### config.mk
export PLATFORM = sky130hd
export DESIGN_NAME = tmr_core_dev_flat
export DESIGN_NICKNAME = d
export VERILOG_FILES = /design/src/pkg/tmr_pkg.sv /design/src/pkg/tmr_bus_if.sv /design/src/verilog/tmr_core_dev.sv /design/src/flat_wrapper.sv
export SDC_FILE = /design/constraint.sdc
export NUM_CORES = 1
export LEC_CHECK = 0
export BUFFER_PORTS_ARGS = -buffer_cell sky130_fd_sc_hd__buf_2
export CORE_ASPECT_RATIO = 0.5
export CORE_MARGIN = 2
export CORE_UTILIZATION = 45
export CTS_CLUSTER_SIZE = 40
export DETAILED_ROUTE_END_ITERATION = 8
export RECOVER_POWER = 100
export SYNTH_ARGS = -nofsm -noshare
export SYNTH_HDL_FRONTEND = slang
export SYNTH_SLANG_ARGS = --single-unit
### constraint.sdc
create_clock -name CORE_CLK -period 2.55 [get_ports CORE_CLK]
set_input_delay 0.51 -clock CORE_CLK [delete_from_list [all_inputs] [get_ports CORE_CLK]]
set_output_delay 0.51 -clock CORE_CLK [all_outputs]
set_load 0.05 [all_outputs]
### src/pkg/tmr_pkg.sv
// shared constants, register map and decode helpers of the three-channel timer core
package tmr_pkg;
   localparam int NCH = 3; // channels in the unit
   localparam int CW = 16; // counter and general register width

   // register map, byte addresses on a 16-bit word bus
   localparam logic [7:0] ADDR_GLOBAL = 8'h30; // hi: run control, lo: sync select
   localparam logic [3:0] OFS_CTRL_IO = 4'h0; // hi: control, lo: pin io control
   localparam logic [3:0] OFS_IE_FLAGS = 4'h2; // hi: interrupt enable, lo: status flags
   localparam logic [3:0] OFS_CNT = 4'h4; // channel counter
   localparam logic [3:0] OFS_GRA = 4'h6; // general register a
   localparam logic [3:0] OFS_GRB = 4'h8; // general register b
   localparam logic [3:0] OFS_GRC = 4'ha; // general register c, channel 0 only
   localparam logic [3:0] OFS_GRD = 4'hc; // general register d, channel 0 only

   // status flag positions
   localparam int FLAG_A = 0;
   localparam int FLAG_B = 1;
   localparam int FLAG_C = 2;
   localparam int FLAG_D = 3;

   // pin io control fields
   localparam int IO_CAP_A = 0; // register a captures on pin a rising edge
   localparam int IO_CAP_B = 1; // register b captures on pin b rising edge
   localparam int IO_CAP_C = 2; // channel 0 register c captures on pin a while CTRL_BUF_A is clear
   localparam int IO_INIT_A = 4; // initial level of pin a
   localparam int IO_INIT_B = 5; // initial level of pin b
   localparam int IO_TOGGLE = 6; // 1: toggle on match, 0: drive inverse of initial

   // control fields
   localparam int CTRL_CLR_LSB = 0; // two-bit counter clear source
   localparam int CTRL_BUF_A = 2; // channel 0: c buffers a
   localparam int CTRL_BUF_B = 3; // channel 0: d buffers b
   localparam logic [1:0] CLR_NONE = 2'h0;
   localparam logic [1:0] CLR_A = 2'h1;
   localparam logic [1:0] CLR_B = 2'h2;
   localparam logic [1:0] CLR_SYNC = 2'h3;

   // reset values
   localparam logic [15:0] CNT_RST = 16'h0000;
   localparam logic [15:0] GR_RST = 16'hffff;
   localparam logic [7:0] BYTE_RST = 8'h00;

   // writable bit masks, reserved bits read zero
   localparam logic [7:0] RUN_MASK = 8'h07;
   localparam logic [7:0] SYNC_MASK = 8'h07;
   localparam logic [3:0] FLAG_MASK_CH0 = 4'hf;
   localparam logic [3:0] FLAG_MASK_CH12 = 4'h3;
   localparam logic [7:0] IO_MASK_CH0 = 8'h77;
   localparam logic [7:0] IO_MASK_CH12 = 8'h73;
   localparam logic [7:0] CTRL_MASK_CH0 = 8'h0f;
   localparam logic [7:0] CTRL_MASK_CH12 = 8'h03;

   // host sequencer states
   typedef enum logic [1:0] {
      HS_IDLE = 2'b01,
      HS_WAIT = 2'b10
   } tmr_host_state_type;

   // true for counter and general registers, which take only whole words
   function automatic logic tmr_is_word_reg(input logic [7:0] addr);
      logic [3:0] ofs;
      ofs = {addr[3:1], 1'b0};
      tmr_is_word_reg = (addr[7:6] == 2'b00) && (addr[5:4] != 2'b11) &&
                        (ofs >= OFS_CNT) && (ofs <= OFS_GRD);
   endfunction
endpackage

### src/pkg/tmr_bus_if.sv
// register bus between the bus master and the timer core
`timescale 1ns/1ps
`default_nettype none
interface tmr_bus_if;
   logic [7:0] addr; // byte address, bit 0 ignored
   logic wr; // one-cycle write strobe
   logic rd; // one-cycle read strobe
   logic [1:0] be; // lane enables, [1] = bits 15:8
   logic [15:0] wdata; // write data
   logic [15:0] rdata; // read data, valid with ack
   logic ack; // one-cycle answer
   modport dev(input addr, input wr, input rd, input be, input wdata, output rdata, output ack);
   modport host(output addr, output wr, output rd, output be, output wdata, input rdata,
                input ack);
endinterface
`default_nettype wire

### src/verilog/tmr_core_dev.sv
// device end: counters, general registers, status flags and pin logic of three channels
`timescale 1ns/1ps
`default_nettype none
module tmr_core_dev (
   input wire logic CORE_CLK,
   input wire logic RST_N,
   input wire logic COUNT_TICK,
   input wire logic [2:0][1:0] PIN_IN,
   tmr_bus_if.dev BUS,
   output logic [2:0][1:0] PIN_OUT,
   output logic [2:0][1:0] PIN_OE,
   output logic [2:0] IRQ
);
   // every flip-flop of the core
   typedef struct packed {
      logic [2:0][15:0] cnt; // channel counters
      logic [2:0][15:0] gra; // general registers a
      logic [2:0][15:0] grb; // general registers b
      logic [15:0] grc; // channel 0 register c
      logic [15:0] grd; // channel 0 register d
      logic [2:0][7:0] io; // pin io control
      logic [2:0][7:0] ctrl; // clear source and buffer mode
      logic [2:0][7:0] ie; // interrupt enables
      logic [2:0][3:0] flag; // status flags
      logic [2:0][3:0] armed; // flag seen as 1 by a read
      logic [2:0] run; // run bits
      logic [2:0] sync; // lockstep bits
      logic [2:0][1:0] pin_o; // pin output level
      logic [2:0][1:0] pin_oe; // pin drive enable
      logic [2:0][1:0] pin_prev; // last pin sample for edge detect
      logic [2:0] irq; // interrupt requests
      logic [15:0] rdata; // read data
      logic ack; // bus answer
   } tmr_dev_state_type;

   tmr_dev_state_type s_ff; // registered state
   tmr_dev_state_type nxt_s; // next state
   logic [1:0] chi; // addressed channel
   logic [3:0] ofs; // word offset inside the channel
   logic glob; // global word addressed
   logic chsel; // valid channel addressed
   logic wr_hi; // upper lane written
   logic wr_lo; // lower lane written
   logic wr_word; // whole word written
   logic rd_lo; // lower lane read
   logic [2:0] tick; // counting enable per channel
   logic [2:0][1:0] rise; // pin rising edges
   logic [2:0][3:0] ev; // flag events
   logic [2:0] capb; // capture into register b
   logic [2:0] cap_a_ev; // capture into register a
   logic [2:0] own_clr; // clear from channel's own source
   logic sync_clr; // some synced channel cleared itself
   logic [3:0] clr; // flags cleared by this write
   logic [1:0] csrc; // decoded clear source
   logic [3:0] fmask; // flag mask of the channel
   logic [15:0] rmux; // read mux result

   assign PIN_OUT = s_ff.pin_o;
   assign PIN_OE = s_ff.pin_oe;
   assign IRQ = s_ff.irq;
   assign BUS.rdata = s_ff.rdata;
   assign BUS.ack = s_ff.ack;

   // whole next-state function
   always_comb begin
      nxt_s = s_ff;
      nxt_s.ack = BUS.rd | BUS.wr;
      chi = BUS.addr[5:4];
      ofs = {BUS.addr[3:1], 1'b0};
      glob = (BUS.addr[7:1] == tmr_pkg::ADDR_GLOBAL[7:1]);
      chsel = (BUS.addr[7:6] == 2'b00) && (chi != 2'b11);
      wr_hi = BUS.wr & BUS.be[1];
      wr_lo = BUS.wr & BUS.be[0];
      // byte strobes on word registers are dropped, not half-written
      wr_word = BUS.wr & (&BUS.be);
      rd_lo = BUS.rd & BUS.be[0];
      rmux = 16'h0000;
      clr = 4'h0;
      csrc = tmr_pkg::CLR_NONE;
      fmask = 4'h0;
      // events and own clears per channel
      for (int c = 0; c < tmr_pkg::NCH; c++) begin
         tick[c] = COUNT_TICK & s_ff.run[c];
         rise[c] = PIN_IN[c] & ~s_ff.pin_prev[c];
         cap_a_ev[c] = s_ff.io[c][tmr_pkg::IO_CAP_A] & rise[c][0];
         capb[c] = s_ff.io[c][tmr_pkg::IO_CAP_B] & rise[c][1];
         ev[c] = 4'h0;
         // a: compare or capture
         ev[c][tmr_pkg::FLAG_A] = cap_a_ev[c] | (!s_ff.io[c][tmr_pkg::IO_CAP_A] && tick[c] &&
                                  s_ff.cnt[c] == s_ff.gra[c]);
         // b: flag only on compare
         ev[c][tmr_pkg::FLAG_B] = !s_ff.io[c][tmr_pkg::IO_CAP_B] && tick[c] &&
                                  s_ff.cnt[c] == s_ff.grb[c];
         csrc = s_ff.ctrl[c][tmr_pkg::CTRL_CLR_LSB +: 2];
         own_clr[c] = (csrc == tmr_pkg::CLR_A && ev[c][tmr_pkg::FLAG_A]) ||
                      (csrc == tmr_pkg::CLR_B && (ev[c][tmr_pkg::FLAG_B] | capb[c]));
      end
      // c and d exist on channel 0 only and fall silent while buffering
      ev[0][tmr_pkg::FLAG_C] = !s_ff.ctrl[0][tmr_pkg::CTRL_BUF_A] &&
                               (s_ff.io[0][tmr_pkg::IO_CAP_C] ? rise[0][0] :
                               (tick[0] && s_ff.cnt[0] == s_ff.grc));
      ev[0][tmr_pkg::FLAG_D] = !s_ff.ctrl[0][tmr_pkg::CTRL_BUF_B] && tick[0] &&
                               s_ff.cnt[0] == s_ff.grd;
      sync_clr = |(own_clr & s_ff.sync);

      // per-channel register update
      for (int c = 0; c < tmr_pkg::NCH; c++) begin
         fmask = (c == 0) ? tmr_pkg::FLAG_MASK_CH0 : tmr_pkg::FLAG_MASK_CH12;
         csrc = s_ff.ctrl[c][tmr_pkg::CTRL_CLR_LSB +: 2];
         // counter: bus write, then clear, then count
         if (wr_word && chsel && ofs == tmr_pkg::OFS_CNT &&
             (chi == 2'(c) || (s_ff.sync[c] && s_ff.sync[chi]))) begin
            nxt_s.cnt[c] = BUS.wdata;
         end else if (own_clr[c] || (s_ff.sync[c] && csrc == tmr_pkg::CLR_SYNC &&
                      sync_clr)) begin
            nxt_s.cnt[c] = tmr_pkg::CNT_RST;
         end else if (tick[c]) begin
            nxt_s.cnt[c] = s_ff.cnt[c] + 16'h0001; // wraps to zero
         end
         // general register writes, events below override them
         if (wr_word && chsel && chi == 2'(c)) begin
            if (ofs == tmr_pkg::OFS_GRA) nxt_s.gra[c] = BUS.wdata;
            if (ofs == tmr_pkg::OFS_GRB) nxt_s.grb[c] = BUS.wdata;
            if (c == 0 && ofs == tmr_pkg::OFS_GRC) nxt_s.grc = BUS.wdata;
            if (c == 0 && ofs == tmr_pkg::OFS_GRD) nxt_s.grd = BUS.wdata;
         end
         // captures load the counter value
         if (cap_a_ev[c]) nxt_s.gra[c] = s_ff.cnt[c];
         if (capb[c]) nxt_s.grb[c] = s_ff.cnt[c];
         // byte registers
         if (wr_hi && chsel && chi == 2'(c) && ofs == tmr_pkg::OFS_CTRL_IO) begin
            nxt_s.ctrl[c] = BUS.wdata[15:8] &
                            ((c == 0) ? tmr_pkg::CTRL_MASK_CH0 : tmr_pkg::CTRL_MASK_CH12);
         end
         if (wr_lo && chsel && chi == 2'(c) && ofs == tmr_pkg::OFS_CTRL_IO) begin
            nxt_s.io[c] = BUS.wdata[7:0] &
                          ((c == 0) ? tmr_pkg::IO_MASK_CH0 : tmr_pkg::IO_MASK_CH12);
         end
         if (wr_hi && chsel && chi == 2'(c) && ofs == tmr_pkg::OFS_IE_FLAGS) begin
            nxt_s.ie[c] = {4'h0, BUS.wdata[11:8] & fmask};
         end
         // flag clear needs a prior read of 1; a same-cycle event still sets
         clr = 4'h0;
         if (wr_lo && chsel && chi == 2'(c) && ofs == tmr_pkg::OFS_IE_FLAGS) begin
            clr = ~BUS.wdata[3:0] & s_ff.armed[c];
         end
         nxt_s.flag[c] = ((s_ff.flag[c] & ~clr) | ev[c]) & fmask;
         nxt_s.armed[c] = (s_ff.armed[c] & ~clr) & s_ff.flag[c];
         if (rd_lo && chsel && chi == 2'(c) && ofs == tmr_pkg::OFS_IE_FLAGS) begin
            nxt_s.armed[c] = (s_ff.flag[c] & ~clr) | nxt_s.armed[c];
         end
         // pin a drives unless capturing into a, pin b unless capturing into b
         nxt_s.pin_oe[c] = ~{s_ff.io[c][tmr_pkg::IO_CAP_B], s_ff.io[c][tmr_pkg::IO_CAP_A]};
         // halted counter makes no match, so the pin holds its level
         if (!s_ff.io[c][tmr_pkg::IO_CAP_A] && ev[c][tmr_pkg::FLAG_A]) begin
            nxt_s.pin_o[c][0] = s_ff.io[c][tmr_pkg::IO_TOGGLE] ? ~s_ff.pin_o[c][0] :
                                ~s_ff.io[c][tmr_pkg::IO_INIT_A];
         end
         if (ev[c][tmr_pkg::FLAG_B]) begin
            nxt_s.pin_o[c][1] = s_ff.io[c][tmr_pkg::IO_TOGGLE] ? ~s_ff.pin_o[c][1] :
                                ~s_ff.io[c][tmr_pkg::IO_INIT_B];
         end
         // new io setting while stopped shows its initial level at once
         if (wr_lo && chsel && chi == 2'(c) && ofs == tmr_pkg::OFS_CTRL_IO &&
             !s_ff.run[c]) begin
            nxt_s.pin_o[c] = {BUS.wdata[tmr_pkg::IO_INIT_B], BUS.wdata[tmr_pkg::IO_INIT_A]};
         end
         nxt_s.irq[c] = |(nxt_s.flag[c] & s_ff.ie[c][3:0]);
      end
      nxt_s.pin_prev = PIN_IN;

      // channel 0 buffer pairs: c with a, d with b
      if (s_ff.ctrl[0][tmr_pkg::CTRL_BUF_A]) begin
         if (cap_a_ev[0]) nxt_s.grc = s_ff.gra[0];
         else if (ev[0][tmr_pkg::FLAG_A]) nxt_s.gra[0] = s_ff.grc;
      end
      if (s_ff.ctrl[0][tmr_pkg::CTRL_BUF_B]) begin
         if (capb[0]) nxt_s.grd = s_ff.grb[0];
         else if (ev[0][tmr_pkg::FLAG_B]) nxt_s.grb[0] = s_ff.grd;
      end
      // unbuffered c captures the counter itself, else its flag would have no value behind it
      if (!s_ff.ctrl[0][tmr_pkg::CTRL_BUF_A] && s_ff.io[0][tmr_pkg::IO_CAP_C] &&
          rise[0][0]) begin
         nxt_s.grc = s_ff.cnt[0];
      end

      // global byte registers, reserved bits forced to zero
      if (wr_hi && glob) nxt_s.run = BUS.wdata[10:8] & tmr_pkg::RUN_MASK[2:0];
      if (wr_lo && glob) nxt_s.sync = BUS.wdata[2:0] & tmr_pkg::SYNC_MASK[2:0];

      // read mux, unmapped reads answer zero
      if (glob) begin
         rmux = {5'h00, s_ff.run, 5'h00, s_ff.sync};
      end else if (chsel) begin
         unique case (ofs)
            tmr_pkg::OFS_CTRL_IO: rmux = {s_ff.ctrl[chi], s_ff.io[chi]};
            tmr_pkg::OFS_IE_FLAGS: rmux = {s_ff.ie[chi], 4'h0, s_ff.flag[chi]};
            tmr_pkg::OFS_CNT: rmux = s_ff.cnt[chi];
            tmr_pkg::OFS_GRA: rmux = s_ff.gra[chi];
            tmr_pkg::OFS_GRB: rmux = s_ff.grb[chi];
            tmr_pkg::OFS_GRC: rmux = (chi == 2'b00) ? s_ff.grc : 16'h0000;
            tmr_pkg::OFS_GRD: rmux = (chi == 2'b00) ? s_ff.grd : 16'h0000;
            default: rmux = 16'h0000;
         endcase
      end
      if (BUS.rd) nxt_s.rdata = rmux;
   end

   // state register with synchronous reset
   always_ff @(posedge CORE_CLK) begin
      if (!RST_N) begin
         s_ff <= '0;
         for (int c = 0; c < tmr_pkg::NCH; c++) begin
            s_ff.cnt[c] <= tmr_pkg::CNT_RST;
            s_ff.gra[c] <= tmr_pkg::GR_RST;
            s_ff.grb[c] <= tmr_pkg::GR_RST;
            s_ff.pin_oe[c] <= 2'b11;
         end
         s_ff.grc <= tmr_pkg::GR_RST;
         s_ff.grd <= tmr_pkg::GR_RST;
      end else begin
         s_ff <= nxt_s;
      end
   end
endmodule
`default_nettype wire

### src/flat_wrapper.sv
// flat-port wrapper written by rule: the top's interface ports become plain ports
module tmr_core_dev_flat 
  (CORE_CLK, RST_N, COUNT_TICK, PIN_IN, PIN_OUT, PIN_OE, IRQ, BUS_addr, BUS_wr, BUS_rd, BUS_be, BUS_wdata, BUS_rdata, BUS_ack);
  tmr_bus_if BUS_i ();
  input wire logic CORE_CLK;
  input wire logic RST_N;
  input wire logic COUNT_TICK;
  input wire logic [2:0][1:0] PIN_IN;
  output logic [2:0][1:0] PIN_OUT;
  output logic [2:0][1:0] PIN_OE;
  output logic [2:0] IRQ;
  input wire logic [$bits(BUS_i.addr)-1:0] BUS_addr;
  input wire logic [$bits(BUS_i.wr)-1:0] BUS_wr;
  input wire logic [$bits(BUS_i.rd)-1:0] BUS_rd;
  input wire logic [$bits(BUS_i.be)-1:0] BUS_be;
  input wire logic [$bits(BUS_i.wdata)-1:0] BUS_wdata;
  output wire logic [$bits(BUS_i.rdata)-1:0] BUS_rdata;
  output wire logic [$bits(BUS_i.ack)-1:0] BUS_ack;
  assign BUS_i.addr = BUS_addr;
  assign BUS_i.wr = BUS_wr;
  assign BUS_i.rd = BUS_rd;
  assign BUS_i.be = BUS_be;
  assign BUS_i.wdata = BUS_wdata;
  assign BUS_rdata = BUS_i.rdata;
  assign BUS_ack = BUS_i.ack;
  tmr_core_dev u_core (.CORE_CLK(CORE_CLK), .RST_N(RST_N), .COUNT_TICK(COUNT_TICK), .PIN_IN(PIN_IN), .BUS(BUS_i), .PIN_OUT(PIN_OUT), .PIN_OE(PIN_OE), .IRQ(IRQ));
endmodule
==> run_summary.xml <==
<?xml version="1.0" encoding="UTF-8"?>
<metrics>
  <group name="status">
    <metric name="status" unit="">finished with violations</metric>
    <metric name="violated_checks" unit="">design-rule violations, negative setup slack</metric>
  </group>
  <group name="floorplanning">
    <metric name="core_region_area" unit="um2">36200</metric>
    <metric name="die-area" unit="um2">38600</metric>
    <metric name="top_level_ports" unit="">69</metric>
    <metric name="placement_rows" unit="">49</metric>
    <metric name="chip_height" unit="um">140</metric>
    <metric name="start_util" unit="%">46.0</metric>
    <metric name="die_w" unit="um">276</metric>
  </group>
  <group name="sta">
    <metric name="worst_pin_slew" unit="ns">0.777</metric>
    <metric name="whs" unit="ns">0.166</metric>
    <metric name="report.final.setup_viol" unit="">40</metric>
    <metric name="timing_max_transition_violations_final" unit="">0</metric>
    <metric name="max_clock_freq" unit="MHz">378</metric>
    <metric name="finalHoldViolCount" unit="">0</metric>
    <metric name="final.period_utilization" unit="%">104</metric>
    <metric name="period_needed" unit="ns">2.65</metric>
    <metric name="final.setup_skew" unit="ns">0.0240</metric>
    <metric name="setup_ws" unit="ns">-0.0966</metric>
    <metric name="unrepaired_setup_endpoints_after_global_routing" unit="">yes</metric>
    <metric name="timing.slew.headroom" unit="%">48.2</metric>
    <metric name="final.setup.tns" unit="ns">-2.08</metric>
  </group>
  <group name="clock_network">
    <metric name="cts-root-to-sink-buffers" unit="">3</metric>
    <metric name="total_cts_buffers" unit="">27</metric>
    <metric name="worst_setup_hold_path_clk_slew" unit="ns">0.07</metric>
    <metric name="cts-htree-levels" unit="">1</metric>
    <metric name="numClockSinks" unit="">268</metric>
    <metric name="worst_skew_pair.late_latency" unit="ns">0.59</metric>
    <metric name="cts_hold_repair.buffers" unit="">0</metric>
    <metric name="tritoncts_clock_tree" unit="">done</metric>
    <metric name="clock_tree_root" unit="">clkbuf_16</metric>
  </group>
  <group name="final_layout">
    <metric name="multi_input_area" unit="um2">10400</metric>
    <metric name="layout-area-overhead-vs-synth" unit="%">26.0</metric>
    <metric name="post_route_cells_drive_above_1_share" unit="%">24.3</metric>
    <metric name="final_cell_count_no_fill" unit="">2982</metric>
    <metric name="final_util" unit="%">57.9</metric>
    <metric name="stdcell_area" unit="um2">20900</metric>
    <metric name="layout.nets" unit="">2517</metric>
    <metric name="regArea" unit="um2">5390</metric>
    <metric name="nFillCells" unit="">3409</metric>
  </group>
  <group name="min_path">
    <metric name="hp-start" unit="">PIN_IN[2]</metric>
    <metric name="hold-path-endpoint" unit="">u_core.s_ff[22]$_SDFF_PN0_</metric>
    <metric name="worst_hold_depth" unit="">2</metric>
    <metric name="hold_path.class" unit="">primary input to register</metric>
  </group>
  <group name="synth">
    <metric name="synth_cell_type_count" unit="">76</metric>
    <metric name="syn_nets" unit="">2280</metric>
    <metric name="synth-edff-count" unit="">0</metric>
    <metric name="ys_seq_elements" unit="">268</metric>
    <metric name="sequential_to_total_area_share_from_yosys_stat" unit="%">32.3</metric>
    <metric name="synth-async-reset-ratio" unit="%">0</metric>
    <metric name="yosys.area.top_type_share" unit="%">32.3</metric>
    <metric name="netlist_top_cells_area" unit="">dfxtp_1, nand2_1, mux2i_1</metric>
    <metric name="synth-warning-count" unit="">0</metric>
    <metric name="mappedNetlistArea" unit="um2">16600</metric>
    <metric name="synthFlopType" unit="">dfxtp_1</metric>
    <metric name="synth_largest_area_cell" unit="">dfxtp_1</metric>
    <metric name="synth_area_per_cell" unit="um2">7.42</metric>
    <metric name="synth_cells" unit="">2240</metric>
  </group>
  <group name="setup_path">
    <metric name="cp.arrival" unit="ns">3.12</metric>
    <metric name="timing_worst_setup_path_type" unit="">register to register</metric>
    <metric name="worst_setup_path_start_kind" unit="">register</metric>
    <metric name="critical_path.endpoint_type" unit="">register</metric>
    <metric name="r2r_start" unit="">u_core.s_ff[245]$_SDFFE_PN1P_</metric>
    <metric name="r2r-end" unit="">u_core.s_ff[277]$_SDFFE_PN0P_</metric>
    <metric name="r2r_setup_slack" unit="ns">-0.1</metric>
    <metric name="reg2reg_depth" unit="">11</metric>
    <metric name="worstSetupStartpoint" unit="">u_core.s_ff[245]$_SDFFE_PN1P_</metric>
    <metric name="critPathMaxFanout" unit="">6</metric>
    <metric name="worst_ep_required_time" unit="ns">3.02</metric>
  </group>
  <group name="drt">
    <metric name="drt_iter0_markers" unit="">2904</metric>
    <metric name="drt_drc_violations_left" unit="">4</metric>
    <metric name="postRouteWirelength" unit="um">76100</metric>
    <metric name="vias_per_cell" unit="">6.23</metric>
    <metric name="antenna_violating_nets_post_route" unit="">0</metric>
    <metric name="via_count" unit="">18566</metric>
    <metric name="firstDrtPassIters" unit="">8</metric>
    <metric name="drt-wirelength-per-cell" unit="um">25.5</metric>
  </group>
  <group name="placement">
    <metric name="final_estimated_routing_congestion_in_global_placement" unit="">1.05</metric>
    <metric name="dpl.hpwl" unit="um">55800</metric>
    <metric name="detailedPlace.worstSlack" unit="ns">-0.421</metric>
    <metric name="port-buffer-count" unit="">67</metric>
    <metric name="placed_cells" unit="">2918</metric>
    <metric name="placement.cell_area" unit="um2">19500</metric>
  </group>
  <group name="global_routing">
    <metric name="number_of_global_route_vias_before_repair" unit="">16492</metric>
    <metric name="grt_max_degree" unit="">113</metric>
    <metric name="grt_util_overall" unit="%">38.5</metric>
    <metric name="grt_overflow" unit="">0</metric>
    <metric name="grt_pass1_wl" unit="um">110000</metric>
    <metric name="antenna_found_initial" unit="">4</metric>
  </group>
  <group name="power_and_ir_drop">
    <metric name="static_leakage" unit="nW">8.34</metric>
    <metric name="max-vdd-ir-drop" unit="mV">0.475</metric>
    <metric name="design_power_total" unit="mW">9.50</metric>
    <metric name="power_density" unit="nW/um2">454</metric>
  </group>
  <group name="job">
    <metric name="cap_viol_max_count" unit="">0</metric>
  </group>
</metrics>
==> sequential cells by signal, indices dropped and copies added (netlist names) <==
register and cells:
u_core.IRQ 3, u_core.PIN_OE 6, u_core.PIN_OUT 6, u_core.s_ff 234
u_core.csrc 2, u_core.BUS.ack 1, u_core.BUS.rdata 16
==> critical path, cell delays in order, from the launching register on <==
cell and delay [ns]:
dfxtp_2 0.34, xnor2_2 0.16, nand4_1 0.12, or4_4 0.55, o31ai_4 0.31, a2bb2oi_4 0.15
o31ai_4 0.31, buf_6 0.15, nor4_4 0.05, buf_6 0.19, a32oi_1 0.15, nor2_1 0.05
==> worst max path at each step <==
stage                                    end  slack (ns)  depth (start not counted)
2_1_floorplan  u_core.s_ff[213]$_SDFFE_PN1P_       -0.01                          9
3_5_place_dp   u_core.s_ff[281]$_SDFFE_PN0P_       -0.42                         12
6_report       u_core.s_ff[277]$_SDFFE_PN0P_        -0.1                         11
5_1_grt        u_core.s_ff[272]$_SDFFE_PN0P_       -0.19                         11
3_3_place_gp   u_core.s_ff[281]$_SDFFE_PN0P_       -0.40                         12
4_1_cts        u_core.s_ff[282]$_SDFFE_PN0P_       -0.03                         11
==> cell usage after synthesis (all sizes together), types with 35 or more instances <==
cell type  count
nand3        132
xnor2         44
nor2         184
xor2          89
clkbuf       145
a211oi        35
buf          102
nand2        435
mux2i        119
o21ai        140
dfxtp        268
a21oi        146
==> cells in the final DEF, fill, tap and decap left out, types with 39 or more instances in the layout <==
master	instances
o21ai_0	130
buf_2	65
nor2_1	182
mux2i_1	119
buf_4	366
dfxtp_1	250
nand2_1	430
xnor2_1	39
a21oi_1	127
nand3_1	131
xor2_1	88
==> cells by family after synthesis <==
kind of cell	after synthesis	share of synthesized area [%]
compound gates	531	21.0
xor+xnor	133	7.01
fa+ha+maj	3	0.226
buf+inv	262	7.44
flops	268	32.3
mux	122	7.44
simple gates	921	24.6
==> power breakdown <==
part,internal [mW],switching (mW)
combinational,0.267,0.580
clock,2.52,1.93
sequential,4.20,0.00992
total,6.98,2.52
==> cell type report <==
type,instances,share of cell area (%)
diodes,1,0.0119
repair buffers,455,16.8
clock buffers,35,3.66
flip-flops and latches,268,25.7
multi-input cells,1710,49.8
inverters,15,0.269
well taps,484,2.89
clock inverters,14,0.860
==> per-layer routing <==
layer,global-route usage (%),vias up,share of wire [%]
li1,-,8304,-
met2,52.0,1300,39
met3,13.1,188,15
met1,56.4,8770,43
met4,12.8,4,3.8
met5,0,-,0.037
==> timing repair <==
action / CTS / global route
gates resized for setup: 53 / 35
endpoints found under the setup margin: 48 / 52
buffers inserted: 10 / 3
pin swaps: 20 / 9
gates cloned: 1 / 0
Power figures use the tool's default switching activity.
